`src/common/sslr_pkg.sv`:
```
// sslr_pkg: offsets, field positions, reset codes and timing constants
// for the supply status and level register bank.
// assumes byte addresses on APB and a 40 MHz core_clk.
package sslr_pkg;
   // register byte offsets
   localparam logic [7:0]  STATUS_OFS = 8'h30;
   localparam logic [7:0]  CORE_OFS   = 8'h34;
   localparam logic [7:0]  PLL_OFS    = 8'h40;
   localparam logic [7:0]  STEP_OFS   = 8'h44;
   // supply status bit positions
   localparam int          OSC_BIT         = 24;
   localparam int          PLL_GOOD_BIT    = 19;
   localparam int          CORE_GOOD_BIT   = 16;
   localparam int          ANALOG_ILIM_BIT = 9;
   localparam int          CORE_ILIM_BIT   = 8;
   localparam int          ANALOG_SS_BIT   = 1;
   localparam int          CORE_SS_BIT     = 0;
   // implemented bits of each register
   localparam logic [31:0] STATUS_MASK = 32'h0109_0303;
   localparam logic [31:0] CORE_MASK   = 32'h0000_007F;
   localparam logic [31:0] PLL_MASK    = 32'h0000_0007;
   localparam logic [31:0] STEP_MASK   = 32'h0000_0003;
   // level codes
   localparam int          CORE_W     = 7;
   localparam int          PLL_W      = 3;
   localparam int          STEP_W     = 2;
   localparam logic [6:0]  CORE_MAX   = 7'h46;
   localparam logic [6:0]  CORE_RESET = 7'h00;
   localparam logic [2:0]  PLL_MAX    = 3'h7;
   localparam logic [2:0]  PLL_RESET  = 3'h0;
   // step warning flag positions
   localparam int          CORE_STEP_BIT = 0;
   localparam int          PLL_STEP_BIT  = 1;
   // one core step of 10 mV per microsecond
   localparam int          STEP_TIME_NS  = 1000;
   localparam int          CLK_PERIOD_NS = 25;
   localparam int          STEP_CYCLES   = (STEP_TIME_NS + CLK_PERIOD_NS - 1) / CLK_PERIOD_NS;
   typedef enum logic {BOOT_LOAD, BOOT_RUN} sslr_boot_type;
endpackage

```
`src/core/sslr_status_sampler.sv`:
```
// sslr_status_sampler: registers the live supply health levels into the
// status word layout, reserved bits held at zero.
// assumes all health inputs are synchronous to core_clk.
`timescale 1ns/1ps
module sslr_status_sampler
   import sslr_pkg::*;
(
   // clock and reset
   input  wire logic        core_clk,
   input  wire logic        resetn,
   // live health levels
   input  wire logic        oscStable,
   input  wire logic        pllSupplyGood,
   input  wire logic        coreSupplyGood,
   input  wire logic        analogConverterLimit,
   input  wire logic        coreConverterLimit,
   input  wire logic        analogConverterSoftStart,
   input  wire logic        coreConverterSoftStart,
   // sampled word
   output      logic [31:0] statusWord
);
   logic [31:0] next_statusWord;

   always_comb begin
      next_statusWord                  = 32'h0000_0000;
      next_statusWord[OSC_BIT]         = oscStable;
      next_statusWord[PLL_GOOD_BIT]    = pllSupplyGood;
      next_statusWord[CORE_GOOD_BIT]   = coreSupplyGood;
      next_statusWord[ANALOG_ILIM_BIT] = analogConverterLimit;
      next_statusWord[CORE_ILIM_BIT]   = coreConverterLimit;
      next_statusWord[ANALOG_SS_BIT]   = analogConverterSoftStart;
      next_statusWord[CORE_SS_BIT]     = coreConverterSoftStart;
   end

   always_ff @(posedge core_clk or negedge resetn) begin
      if (!resetn) statusWord <= 32'h0000_0000;
      else         statusWord <= next_statusWord;
   end
endmodule // sslr_status_sampler

```
`src/core/sslr_level_reg.sv`:
```
// sslr_level_reg: one level code register, loaded from its strap once
// after reset and then written by software, clamped to a top code.
// assumes loadStrap and writeEn are never high together.
`timescale 1ns/1ps
module sslr_level_reg
   import sslr_pkg::*;
#(
   parameter int               WIDTH     = 7,
   parameter logic [WIDTH-1:0] MAXCODE   = '1,
   parameter logic [WIDTH-1:0] RESETCODE = '0
)(
   // clock and reset
   input  wire logic             core_clk,
   input  wire logic             resetn,
   // strap load and software write
   input  wire logic             loadStrap,
   input  wire logic [WIDTH-1:0] strapCode,
   input  wire logic             writeEn,
   input  wire logic [WIDTH-1:0] writeCode,
   // held code
   output      logic [WIDTH-1:0] level
);
   logic [WIDTH-1:0] next_level;

   function automatic logic [WIDTH-1:0] limitCode(input logic [WIDTH-1:0] code);
      return (code > MAXCODE) ? MAXCODE : code;
   endfunction

   assign next_level = loadStrap ? limitCode(strapCode) :
                       writeEn   ? limitCode(writeCode) : level;

   always_ff @(posedge core_clk or negedge resetn) begin
      if (!resetn) level <= RESETCODE;
      else         level <= next_level;
   end
endmodule // sslr_level_reg

```
`src/core/sslr_supply_status_level_regs.sv`:
```
// sslr_supply_status_level_regs: APB register bank reporting supply
// health and holding the core and pll regulator level codes.
// assumes an APB master on core_clk and straps stable at reset release.
//
// The APB register port was decided locally.
`timescale 1ns/1ps

module sslr_supply_status_level_regs
   import sslr_pkg::*;
#(
   parameter int ADDR_W = 8
)(
   // clock and reset
   input  wire logic              core_clk,
   input  wire logic              resetn,
   // apb slave
   input  wire logic [ADDR_W-1:0] paddr,
   input  wire logic              psel,
   input  wire logic              penable,
   input  wire logic              pwrite,
   input  wire logic [31:0]       pwdata,
   output      logic [31:0]       prdata,
   output      logic              pready,
   output      logic              pslverr,
   // live supply health
   input  wire logic              oscStable,
   input  wire logic              pllSupplyGood,
   input  wire logic              coreSupplyGood,
   input  wire logic              analogConverterLimit,
   input  wire logic              coreConverterLimit,
   input  wire logic              analogConverterSoftStart,
   input  wire logic              coreConverterSoftStart,
   // boot straps
   input  wire logic [CORE_W-1:0] coreLevelStrap,
   input  wire logic [PLL_W-1:0]  pllLevelStrap,
   // level codes to the regulators
   output      logic [CORE_W-1:0] coreLevel,
   output      logic [PLL_W-1:0]  pllLevel
);
   localparam int GAP_W = $clog2(STEP_CYCLES + 1);
   localparam logic [GAP_W-1:0] GAP_FULL = GAP_W'(STEP_CYCLES);

   // address decode helpers
   function automatic logic addrIs(input logic [ADDR_W-1:0] addr, input logic [7:0] ofs);
      return addr == ADDR_W'(ofs);
   endfunction

   function automatic logic [CORE_W-1:0] codeDistance(input logic [CORE_W-1:0] a,
                                                      input logic [CORE_W-1:0] b);
      return (a > b) ? a - b : b - a;
   endfunction

   // bus phases
   logic                setupPhase;
   logic                accessDone;
   logic                writeFire;
   // decode
   logic                hitStatus;
   logic                hitCore;
   logic                hitPll;
   logic                hitStep;
   logic                anyHit;
   logic [31:0]         readWord;
   // next values of the bus outputs
   logic [31:0]         next_prdata;
   logic                next_pready;
   logic                next_pslverr;
   // register strobes
   logic                coreWrite;
   logic                pllWrite;
   logic                stepClear;
   // boot strap load
   sslr_boot_type       bootState;
   sslr_boot_type       next_bootState;
   logic                loadStrap;
   // status word
   logic [31:0]         statusWord;
   // step monitor
   logic [GAP_W-1:0]    coreGap;
   logic [GAP_W-1:0]    next_coreGap;
   logic                coreChanges;
   logic                coreStepBad;
   logic                pllStepBad;
   logic [STEP_W-1:0]   stepFlags;
   logic [STEP_W-1:0]   next_stepFlags;
   logic [STEP_W-1:0]   stepSet;
   logic [STEP_W-1:0]   stepClr;

   // bus phases: zero wait states, pready comes up in the access cycle
   assign setupPhase = psel & ~penable;
   assign accessDone = psel & penable & pready;
   assign writeFire  = accessDone & pwrite;

   // decode
   assign hitStatus = addrIs(paddr, STATUS_OFS);
   assign hitCore   = addrIs(paddr, CORE_OFS);
   assign hitPll    = addrIs(paddr, PLL_OFS);
   assign hitStep   = addrIs(paddr, STEP_OFS);
   assign anyHit    = hitStatus | hitCore | hitPll | hitStep;

   // read mux, unused bits forced to zero
   assign readWord = hitStatus ? (statusWord & STATUS_MASK) :
                     hitCore   ? {{(32-CORE_W){1'b0}}, coreLevel} :
                     hitPll    ? {{(32-PLL_W){1'b0}}, pllLevel} :
                     hitStep   ? {{(32-STEP_W){1'b0}}, stepFlags} :
                                 32'h0000_0000;

   assign next_prdata  = (setupPhase & ~pwrite) ? readWord : prdata;
   assign next_pready  = setupPhase;
   assign next_pslverr = setupPhase & ~anyHit;

   // only the level and step registers take writes; status ignores them
   assign coreWrite = writeFire & hitCore;
   assign pllWrite  = writeFire & hitPll;
   assign stepClear = writeFire & hitStep;

   always_ff @(posedge core_clk or negedge resetn) begin
      if (!resetn) begin
         prdata  <= 32'h0000_0000;
         pready  <= 1'b0;
         pslverr <= 1'b0;
      end else begin
         prdata  <= next_prdata;
         pready  <= next_pready;
         pslverr <= next_pslverr;
      end
   end

   // strap load on the first edge after reset release
   always_comb begin
      case (bootState)
         BOOT_LOAD: next_bootState = BOOT_RUN;
         BOOT_RUN:  next_bootState = BOOT_RUN;
         default:   next_bootState = BOOT_LOAD;
      endcase
   end

   assign loadStrap = (bootState == BOOT_LOAD);

   always_ff @(posedge core_clk or negedge resetn) begin
      if (!resetn) bootState <= BOOT_LOAD;
      else         bootState <= next_bootState;
   end

   // live health, sampled every cycle so each read sees the present state
   sslr_status_sampler u_status (
      .core_clk                 (core_clk),
      .resetn                   (resetn),
      .oscStable                (oscStable),
      .pllSupplyGood            (pllSupplyGood),
      .coreSupplyGood           (coreSupplyGood),
      .analogConverterLimit     (analogConverterLimit),
      .coreConverterLimit       (coreConverterLimit),
      .analogConverterSoftStart (analogConverterSoftStart),
      .coreConverterSoftStart   (coreConverterSoftStart),
      .statusWord               (statusWord)
   );

   // core level, codes above 70 are clamped to 70
   sslr_level_reg #(
      .WIDTH     (CORE_W),
      .MAXCODE   (CORE_MAX),
      .RESETCODE (CORE_RESET)
   ) u_core_level (
      .core_clk  (core_clk),
      .resetn    (resetn),
      .loadStrap (loadStrap),
      .strapCode (coreLevelStrap),
      .writeEn   (coreWrite),
      .writeCode (pwdata[CORE_W-1:0]),
      .level     (coreLevel)
   );

   // pll regulator level, all eight codes are legal
   sslr_level_reg #(
      .WIDTH     (PLL_W),
      .MAXCODE   (PLL_MAX),
      .RESETCODE (PLL_RESET)
   ) u_pll_level (
      .core_clk  (core_clk),
      .resetn    (resetn),
      .loadStrap (loadStrap),
      .strapCode (pllLevelStrap),
      .writeEn   (pllWrite),
      .writeCode (pwdata[PLL_W-1:0]),
      .level     (pllLevel)
   );

   // step monitor: the regulators only settle cleanly when software
   // ramps slowly, so fast core moves and pll rises of more than one code are recorded for software to see
   assign coreChanges = coreWrite & (pwdata[CORE_W-1:0] != coreLevel);
   assign coreStepBad = coreChanges &
                        ((codeDistance(pwdata[CORE_W-1:0], coreLevel) > 7'h01) |
                         (coreGap < GAP_FULL));
   assign pllStepBad  = pllWrite &
                        ({1'b0, pwdata[PLL_W-1:0]} > ({1'b0, pllLevel} + 4'h1));

   assign next_coreGap = coreChanges ? {GAP_W{1'b0}} :
                         (coreGap == GAP_FULL) ? coreGap : coreGap + 1'b1;

   // write one clears; a new event in the same cycle wins
   assign stepSet = {pllStepBad, coreStepBad};
   assign stepClr = stepClear ? pwdata[STEP_W-1:0] : {STEP_W{1'b0}};
   assign next_stepFlags = (stepFlags & ~stepClr) | stepSet;

   always_ff @(posedge core_clk or negedge resetn) begin
      if (!resetn) begin
         coreGap   <= GAP_FULL;
         stepFlags <= {STEP_W{1'b0}};
      end else begin
         coreGap   <= next_coreGap;
         stepFlags <= next_stepFlags;
      end
   end
endmodule // sslr_supply_status_level_regs

```
`config.mk`:
```
export PLATFORM = sky130hd
export DESIGN_NAME = sslr_supply_status_level_regs
export DESIGN_NICKNAME = d
export VERILOG_FILES = /design/src/common/sslr_pkg.sv /design/src/core/sslr_status_sampler.sv /design/src/core/sslr_level_reg.sv /design/src/core/sslr_supply_status_level_regs.sv
export SDC_FILE = /design/constraint.sdc
export NUM_CORES = 1
export LEC_CHECK = 0
export BUFFER_PORTS_ARGS = -buffer_cell sky130_fd_sc_hd__buf_2
export CORE_MARGIN = 2
export CORE_UTILIZATION = 30
export CTS_CLUSTER_DIAMETER = 60
export DETAILED_ROUTE_END_ITERATION = 6
export SLEW_MARGIN = 20
export SYNTH_ARGS = -nofsm -noshare
export SYNTH_HDL_FRONTEND = slang
export SYNTH_SLANG_ARGS = --single-unit
```
`constraint.sdc`:
```
create_clock -name core_clk -period 4.1 [get_ports core_clk]
set_input_delay 0.41 -clock core_clk [delete_from_list [all_inputs] [get_ports core_clk]]
set_output_delay 0.41 -clock core_clk [all_outputs]
set_load 0.005 [all_outputs]
```
### Yosys cells after proc, flatten, opt, wreduce, memory -nomap -nowiden

Cells that the tools add are included.

* input bits: 62
* register bits: 60
* word-level logic and storage cells: 68
* output and inout port bits: 44

* $lt $le $gt $ge: 8
* bitwise logic cells: 22
* mux-type cells: 16
* add/subtract/negate cells: 4
* eq/ne operators: 9

Operators by type and width (number)
* $mux W7: 6
* $mux W25: 1
* $eq A8 B6 Y1 const B: 2
* $eq A8 B7 Y1 const B: 2
* $mux W3: 5
* $gt A7 B7 Y1 const B: 2
* $sub A7 B7 Y7: 2
* $and A1 B1 Y1: 12
* $mux W6: 2
* $gt A7 B1 Y1 const B: 1
* $gt A7 B7 Y1: 1
* $ne A7 B7 Y1: 1
* $add A6 B1 Y6 const B: 1
* $eq A6 B6 Y1 const B: 1
* $gt A3 B3 Y1 const B: 2
* $lt A6 B6 Y1 const B: 1
* $ne A2 B2 Y1 const B: 3
* $add A3 B1 Y4 const B: 1
* $gt A3 B4 Y1: 1
* $mux W2: 2
* $or A1 B1 Y1: 4
* $not A1 Y1: 3
* $and A2 B2 Y2: 1
* $not A2 Y2: 1
* $or A2 B2 Y2: 1

### Longest topological paths before layout

* depth after elaboration: 8
* mapped depth: 9
* depth with buffers taken out: 9

### Hierarchy

From an unflattened synthesis, not the netlist that was laid out.

* cells, all modules: 310
* area total of the unflattened synthesis: 2845.2 µm²

By module, submodules not included
* sslr_supply_status_level_regs: area each 1933.1 µm², times used 1, cells each 223
* sslr_level_reg (u_core_level): area each 414.1 µm², times used 1, cells each 42
* sslr_status_sampler: area each 366.6 µm², times used 1, cells each 33
* sslr_level_reg (u_pll_level): area each 131.4 µm², times used 1, cells each 12

### Least setup slack after synthesis

Ideal clock, no wire load.

* path type: in2reg
* start: in pwdata[0]
* end: reg stepFlags[0]
* path buffers: 0
* cell stages on the path: 9
* required time: 3.957 ns
* arrival time: 2.112 ns
* slack: 1.844 ns
* cells stage by stage: inv_1 > ha_1 > inv_1 > fa_1 > a21o_1 > a21oi_1 > mux2_2 > a2111oi_0 > a211oi_1

* longest elaborated chain between the ends: 6
* elaborated cells on any way between the ends: 13
* those cells by class: add/sub (2); order compare (2); eq/ne (1); mux (2); bitwise (6)

RTL lines
* start, declared: line sslr_supply_status_level_regs.sv:21 `input wire logic [31:0] pwdata,`
* $sub A7 B7 Y7 / $gt A7 B7 Y1 (equally long branches): line sslr_supply_status_level_regs.sv:50 `return (a > b) ? a - b : b - a;`
* $mux W7: line sslr_supply_status_level_regs.sv:50
* $gt A7 B1 Y1: line sslr_supply_status_level_regs.sv:193 `((codeDistance(pwdata[CORE_W-1:0], coreLevel) > 7'h01) |`
* $or A1 B1 Y1: line sslr_supply_status_level_regs.sv:193
* $and A1 B1 Y1: line sslr_supply_status_level_regs.sv:192 `assign coreStepBad = coreChanges &`
* $or A2 B2 Y2 *: line sslr_supply_status_level_regs.sv:204 `assign next_stepFlags = (stepFlags & ~stepClr) | stepSet;`
* net next_stepFlags[0]: line sslr_supply_status_level_regs.sv:85 `logic [STEP_W-1:0] next_stepFlags;`
* end signal, assigned: line sslr_supply_status_level_regs.sv:209 `stepFlags <= {STEP_W{1'b0}};`
* end signal, assigned: line sslr_supply_status_level_regs.sv:212 `stepFlags <= next_stepFlags;`
* end, declared: line sslr_supply_status_level_regs.sv:84 `logic [STEP_W-1:0] stepFlags;`

The timed path passes the listed nets; every way through them passes the cells marked *.
A chain may end at the register's enable or synchronous reset.

### Final worst setup path

* start: reg u_core_level.level[0]
* end: reg stepFlags[0]

* longest elaborated chain between the ends: 6
* elaborated cells on any way between the ends: 10
* those cells by class: add/sub (2); order compare (2); eq/ne (1); mux (1); bitwise (4)

RTL lines
* start, declared: line sslr_level_reg.sv:21 `output logic [WIDTH-1:0] level`
* start signal, assigned: line sslr_level_reg.sv:34 `else level <= next_level;`
* $sub A7 B7 Y7 / $gt A7 B7 Y1 (equally long branches): line sslr_supply_status_level_regs.sv:50
* $mux W7: line sslr_supply_status_level_regs.sv:50
* $gt A7 B1 Y1: line sslr_supply_status_level_regs.sv:193
* $or A1 B1 Y1: line sslr_supply_status_level_regs.sv:193
* $and A1 B1 Y1 *: line sslr_supply_status_level_regs.sv:192
* $or A2 B2 Y2 *: line sslr_supply_status_level_regs.sv:204
* net next_stepFlags[0]: line sslr_supply_status_level_regs.sv:85

Marks and branches as above.

==> results by group <==
Die
  – Initial core utilization: 0.304
  – Die span in y: 97.4 um
  – Core area: 0.00859 mm2
  – Io pins: 106
  – Site row count: 34
  – DIE WIDTH: 97.4 um
  – Die area: 0.00948 mm2

CTS
  – Worst-Skew Late Latency: 0.30 ns
  – Setup bufs post-CTS: 0
  – # hold bufs at CTS: 0
  – CTS resizes: 0
  – CTS tree: built
  – CTS sink cnt: 40
  – Root buf cell: clkbuf_8
  – Bufs on Longest Clock Path: 2
  – Num CTS Buffers: 5
  – H-tree depth: 2
  – Reg clk slew, reported paths: 0.08 ns

Detailed routing
  – WL/cell: 13.7 um
  – Routed via count: 2157
  – Drt first pass iters: 4
  – Routed Wire Length: 6.09 mm
  – Post-DRT Antenna Nets: 0
  – 1st-iter DRT viols: 63
  – Vias per cell: 4.85
  – DRC violations left: 0

Synthesis
  – Yosys warns: 0
  – Gate Count Post-Synth: 277
  – Leading post-synthesis cells by cell area: dfrtp_1, ha_1, buf_4, a22o_1, nor2_1
  – Number of enable flip-flop cells after synthesis: 0
  – Yosys top cell area share: 0.364
  – Syn avg cell area: 9.44 um2
  – Distinct cell type count after synthesis: 50
  – Primary FF master, synth: dfrtp_1
  – Cell taking the most area after synthesis: dfrtp_1
  – Syn Std Cell Area: 0.00262 mm2
  – Yosys reg bits: 40
  – Ys async rst share: 1.00
  – Post-synthesis sequential area ratio: 0.384

GRT
  – First-pass GRT wire length: 10.1 mm
  – Overflow after GRT: 0
  – Overall routing resource usage: 0.128
  – Layer with the highest usage: met2
  – Initial antenna violation count: 0
  – Largest net degree at the start of global routing: 41
  – Routing usage on met1: 0.187
  – M3 GR Usage: 0.0338
  – Grt met2 use: 0.193
  – Number of global-route vias before repair: 2021

STA
  – Worst-Margin Slew: 0.898 ns
  – Setup violators final: 0
  – RSZ-0062 raised after global routing: false
  – Fin crit share: 0.640
  – Slew headroom: 0.401
  – Final hold vios: 0
  – Final min period: 2.62 ns
  – Final Skew: 0.00969 ns
  – Worst setup margin: 1.48 ns
  – TNS Setup: 0 ns
  – Max Freq: 0.381 GHz
  – Max Slew Vio Count: 0

Worst setup path
  – Critical Path AT: 2.76 ns
  – Slowest stage delay, CP: 0.57 ns
  – R2R setup slack: 1.48 ns
  – Worst path cell trace: ha_1 > inv_1 > fa_1 > a21o_1 > a21oi_1 > mux2_2 > a2111oi_0 > a211oi_1
  – Crit-path leading delay family: compound AO/OA/AOI/OAI gates
  – WS Path Type: reg2reg
  – Worst R2R End: stepFlags[0]
  – Register-to-Register Path Depth: 8
  – Crit path required time: 4.24 ns
  – Crit path launch: u_core_level.level[0]
  – Worst r2r src: u_core_level.level[0]
  – Slowest CP cell: a2111oi_0
  – Setup crit end kind: register
  – CP Launch Type: register
  – Critical Path Fanout Max: 6
  – CP bufs+invs: 1

Power and ir drop
  – P per Cell Area: 361 mW/mm2
  – Leak Pwr: 1.51 nW
  – VDD IR-drop max: 0.182 mV

Hold path
  – Hold path endpoint: u_status.statusWord[9]
  – Hold Crit Class: in2reg
  – Hold Crit Depth: 1
  – Hold path startpoint: analogConverterLimit

Finish
  – Share of cells above drive strength 1: 0.231
  – Final-layout fill cell count: 906
  – Area Overhead vs Synth: 16.7%
  – Final nets: 420
  – Antenna diodes: 0

Placement
  – Pre-CTS setup slack: 1.24 ns
  – DP HPWL: 4.75 mm
  – Number of port buffers: 60
  – RD Place Congestion: 0.829

Run
  – Number of max-cap violations: 0

Run status
  – Outcome: completed
-- per-stage QoR --
stage / util / hold slack [ns] / instance area (um2) / cells / total power, mW
finish: 0.355 / 0.215 / 3050 / 445 / 1.10
global route: 0.355 / 0.200 / 3050 / 445 / 1.17
CTS: 0.355 / 0.210 / 3050 / 445 / 1.11
detailed placement: 0.343 / 0.450 / 2940 / 437 / 0.788
global placement: 0.343 / 0.451 / 2940 / 437 / 0.780
floorplan: - / 0.114 / 2690 / 296 / 0.706
-- Yosys cell counts (all sizes together) (2+ instances only) --
cell type	count
o21ai	12
xor2	3
mux2	3
nor2b	3
a22o	13
nand2	9
fa	2
nor2	28
dfstp	2
nor4	2
o22a	3
a22oi	2
a21oi	18
a21o	4
nand3	10
a211oi	3
conb	2
clkbuf	6
and3b	2
ha	20
a221oi	4
inv	24
and2	2
o21a	2
nor3b	3
nor3	5
mux2i	6
nand2b	3
dfrtp	38
a2bb2oi	2
buf	21
xnor2	4
a21boi	2
nand4	3
-- worst max-delay path by stage --
stage              endpoint  slack, ns  cells after the start
2_1_floorplan  stepFlags[0]       1.84                      9
3_3_place_gp   stepFlags[0]       1.30                     10
3_5_place_dp   stepFlags[0]       1.24                     10
4_1_cts        stepFlags[0]       1.43                      8
5_1_grt        stepFlags[0]       1.36                      8
6_report       stepFlags[0]       1.48                      8
-- cells in the final DEF, fill, tap and decap left out, types with 6 or more instances in the layout --
| cell | n |
|---|---|
| o21ai_0 | 12 |
| nor2_1 | 28 |
| dfrtp_1 | 38 |
| inv_1 | 24 |
| buf_2 | 60 |
| conb_1 | 21 |
| nand3_1 | 10 |
| nand2_1 | 9 |
| mux2i_1 | 6 |
| a22o_1 | 13 |
| a21oi_1 | 18 |
| ha_1 | 20 |
-- layer usage --
| metal | vias up | part of all wire |
|---|---|---|
| li1 | 1049 | - |
| met4 | 0 | 0.0084 |
| met2 | 66 | 0.44 |
| met1 | 1034 | 0.49 |
| met3 | 8 | 0.063 |
| met5 | - | 0 |
-- sequential cells by signal, indices dropped and copies added (netlist names) --
signal,cells
prdata,12
u_core_level.level,7
u_status.statusWord,7
coreGap,6
u_pll_level.level,3
stepFlags,2
bootState,1
pready,1
pslverr,1
-- where the power goes --
group          internal (mW)  total [mW]  switching [mW]
logic                  0.130       0.282           0.153
clock network          0.181       0.319           0.138
registers              0.447       0.499          0.0523
-- cell type report --
class / instances / area, um2 / area share
clock buffers: 6 / 72.6 / 0.0238
multi-input cells: 205 / 1420 / 0.464
well taps: 108 / 135 / 0.0443
clock inverters: 2 / 35.0 / 0.0115
repair buffers: 60 / 300 / 0.0984
inverters: 24 / 90.1 / 0.0295
flip-flops and latches: 40 / 1000 / 0.329
-- logic make-up (layout without fill, tap and decap cells) --
group	count (synthesis)	in the layout	synth area share
other cells	2	21	0.00287
simple gates	75	75	0.154
xor+xnor	7	7	0.0234
buf+inv	51	92	0.102
mux	9	9	0.0359
flops	40	40	0.384
compound gates	71	71	0.187
fa+ha+maj	22	22	0.111
Note: power is estimated with default switching activity, not from simulation.
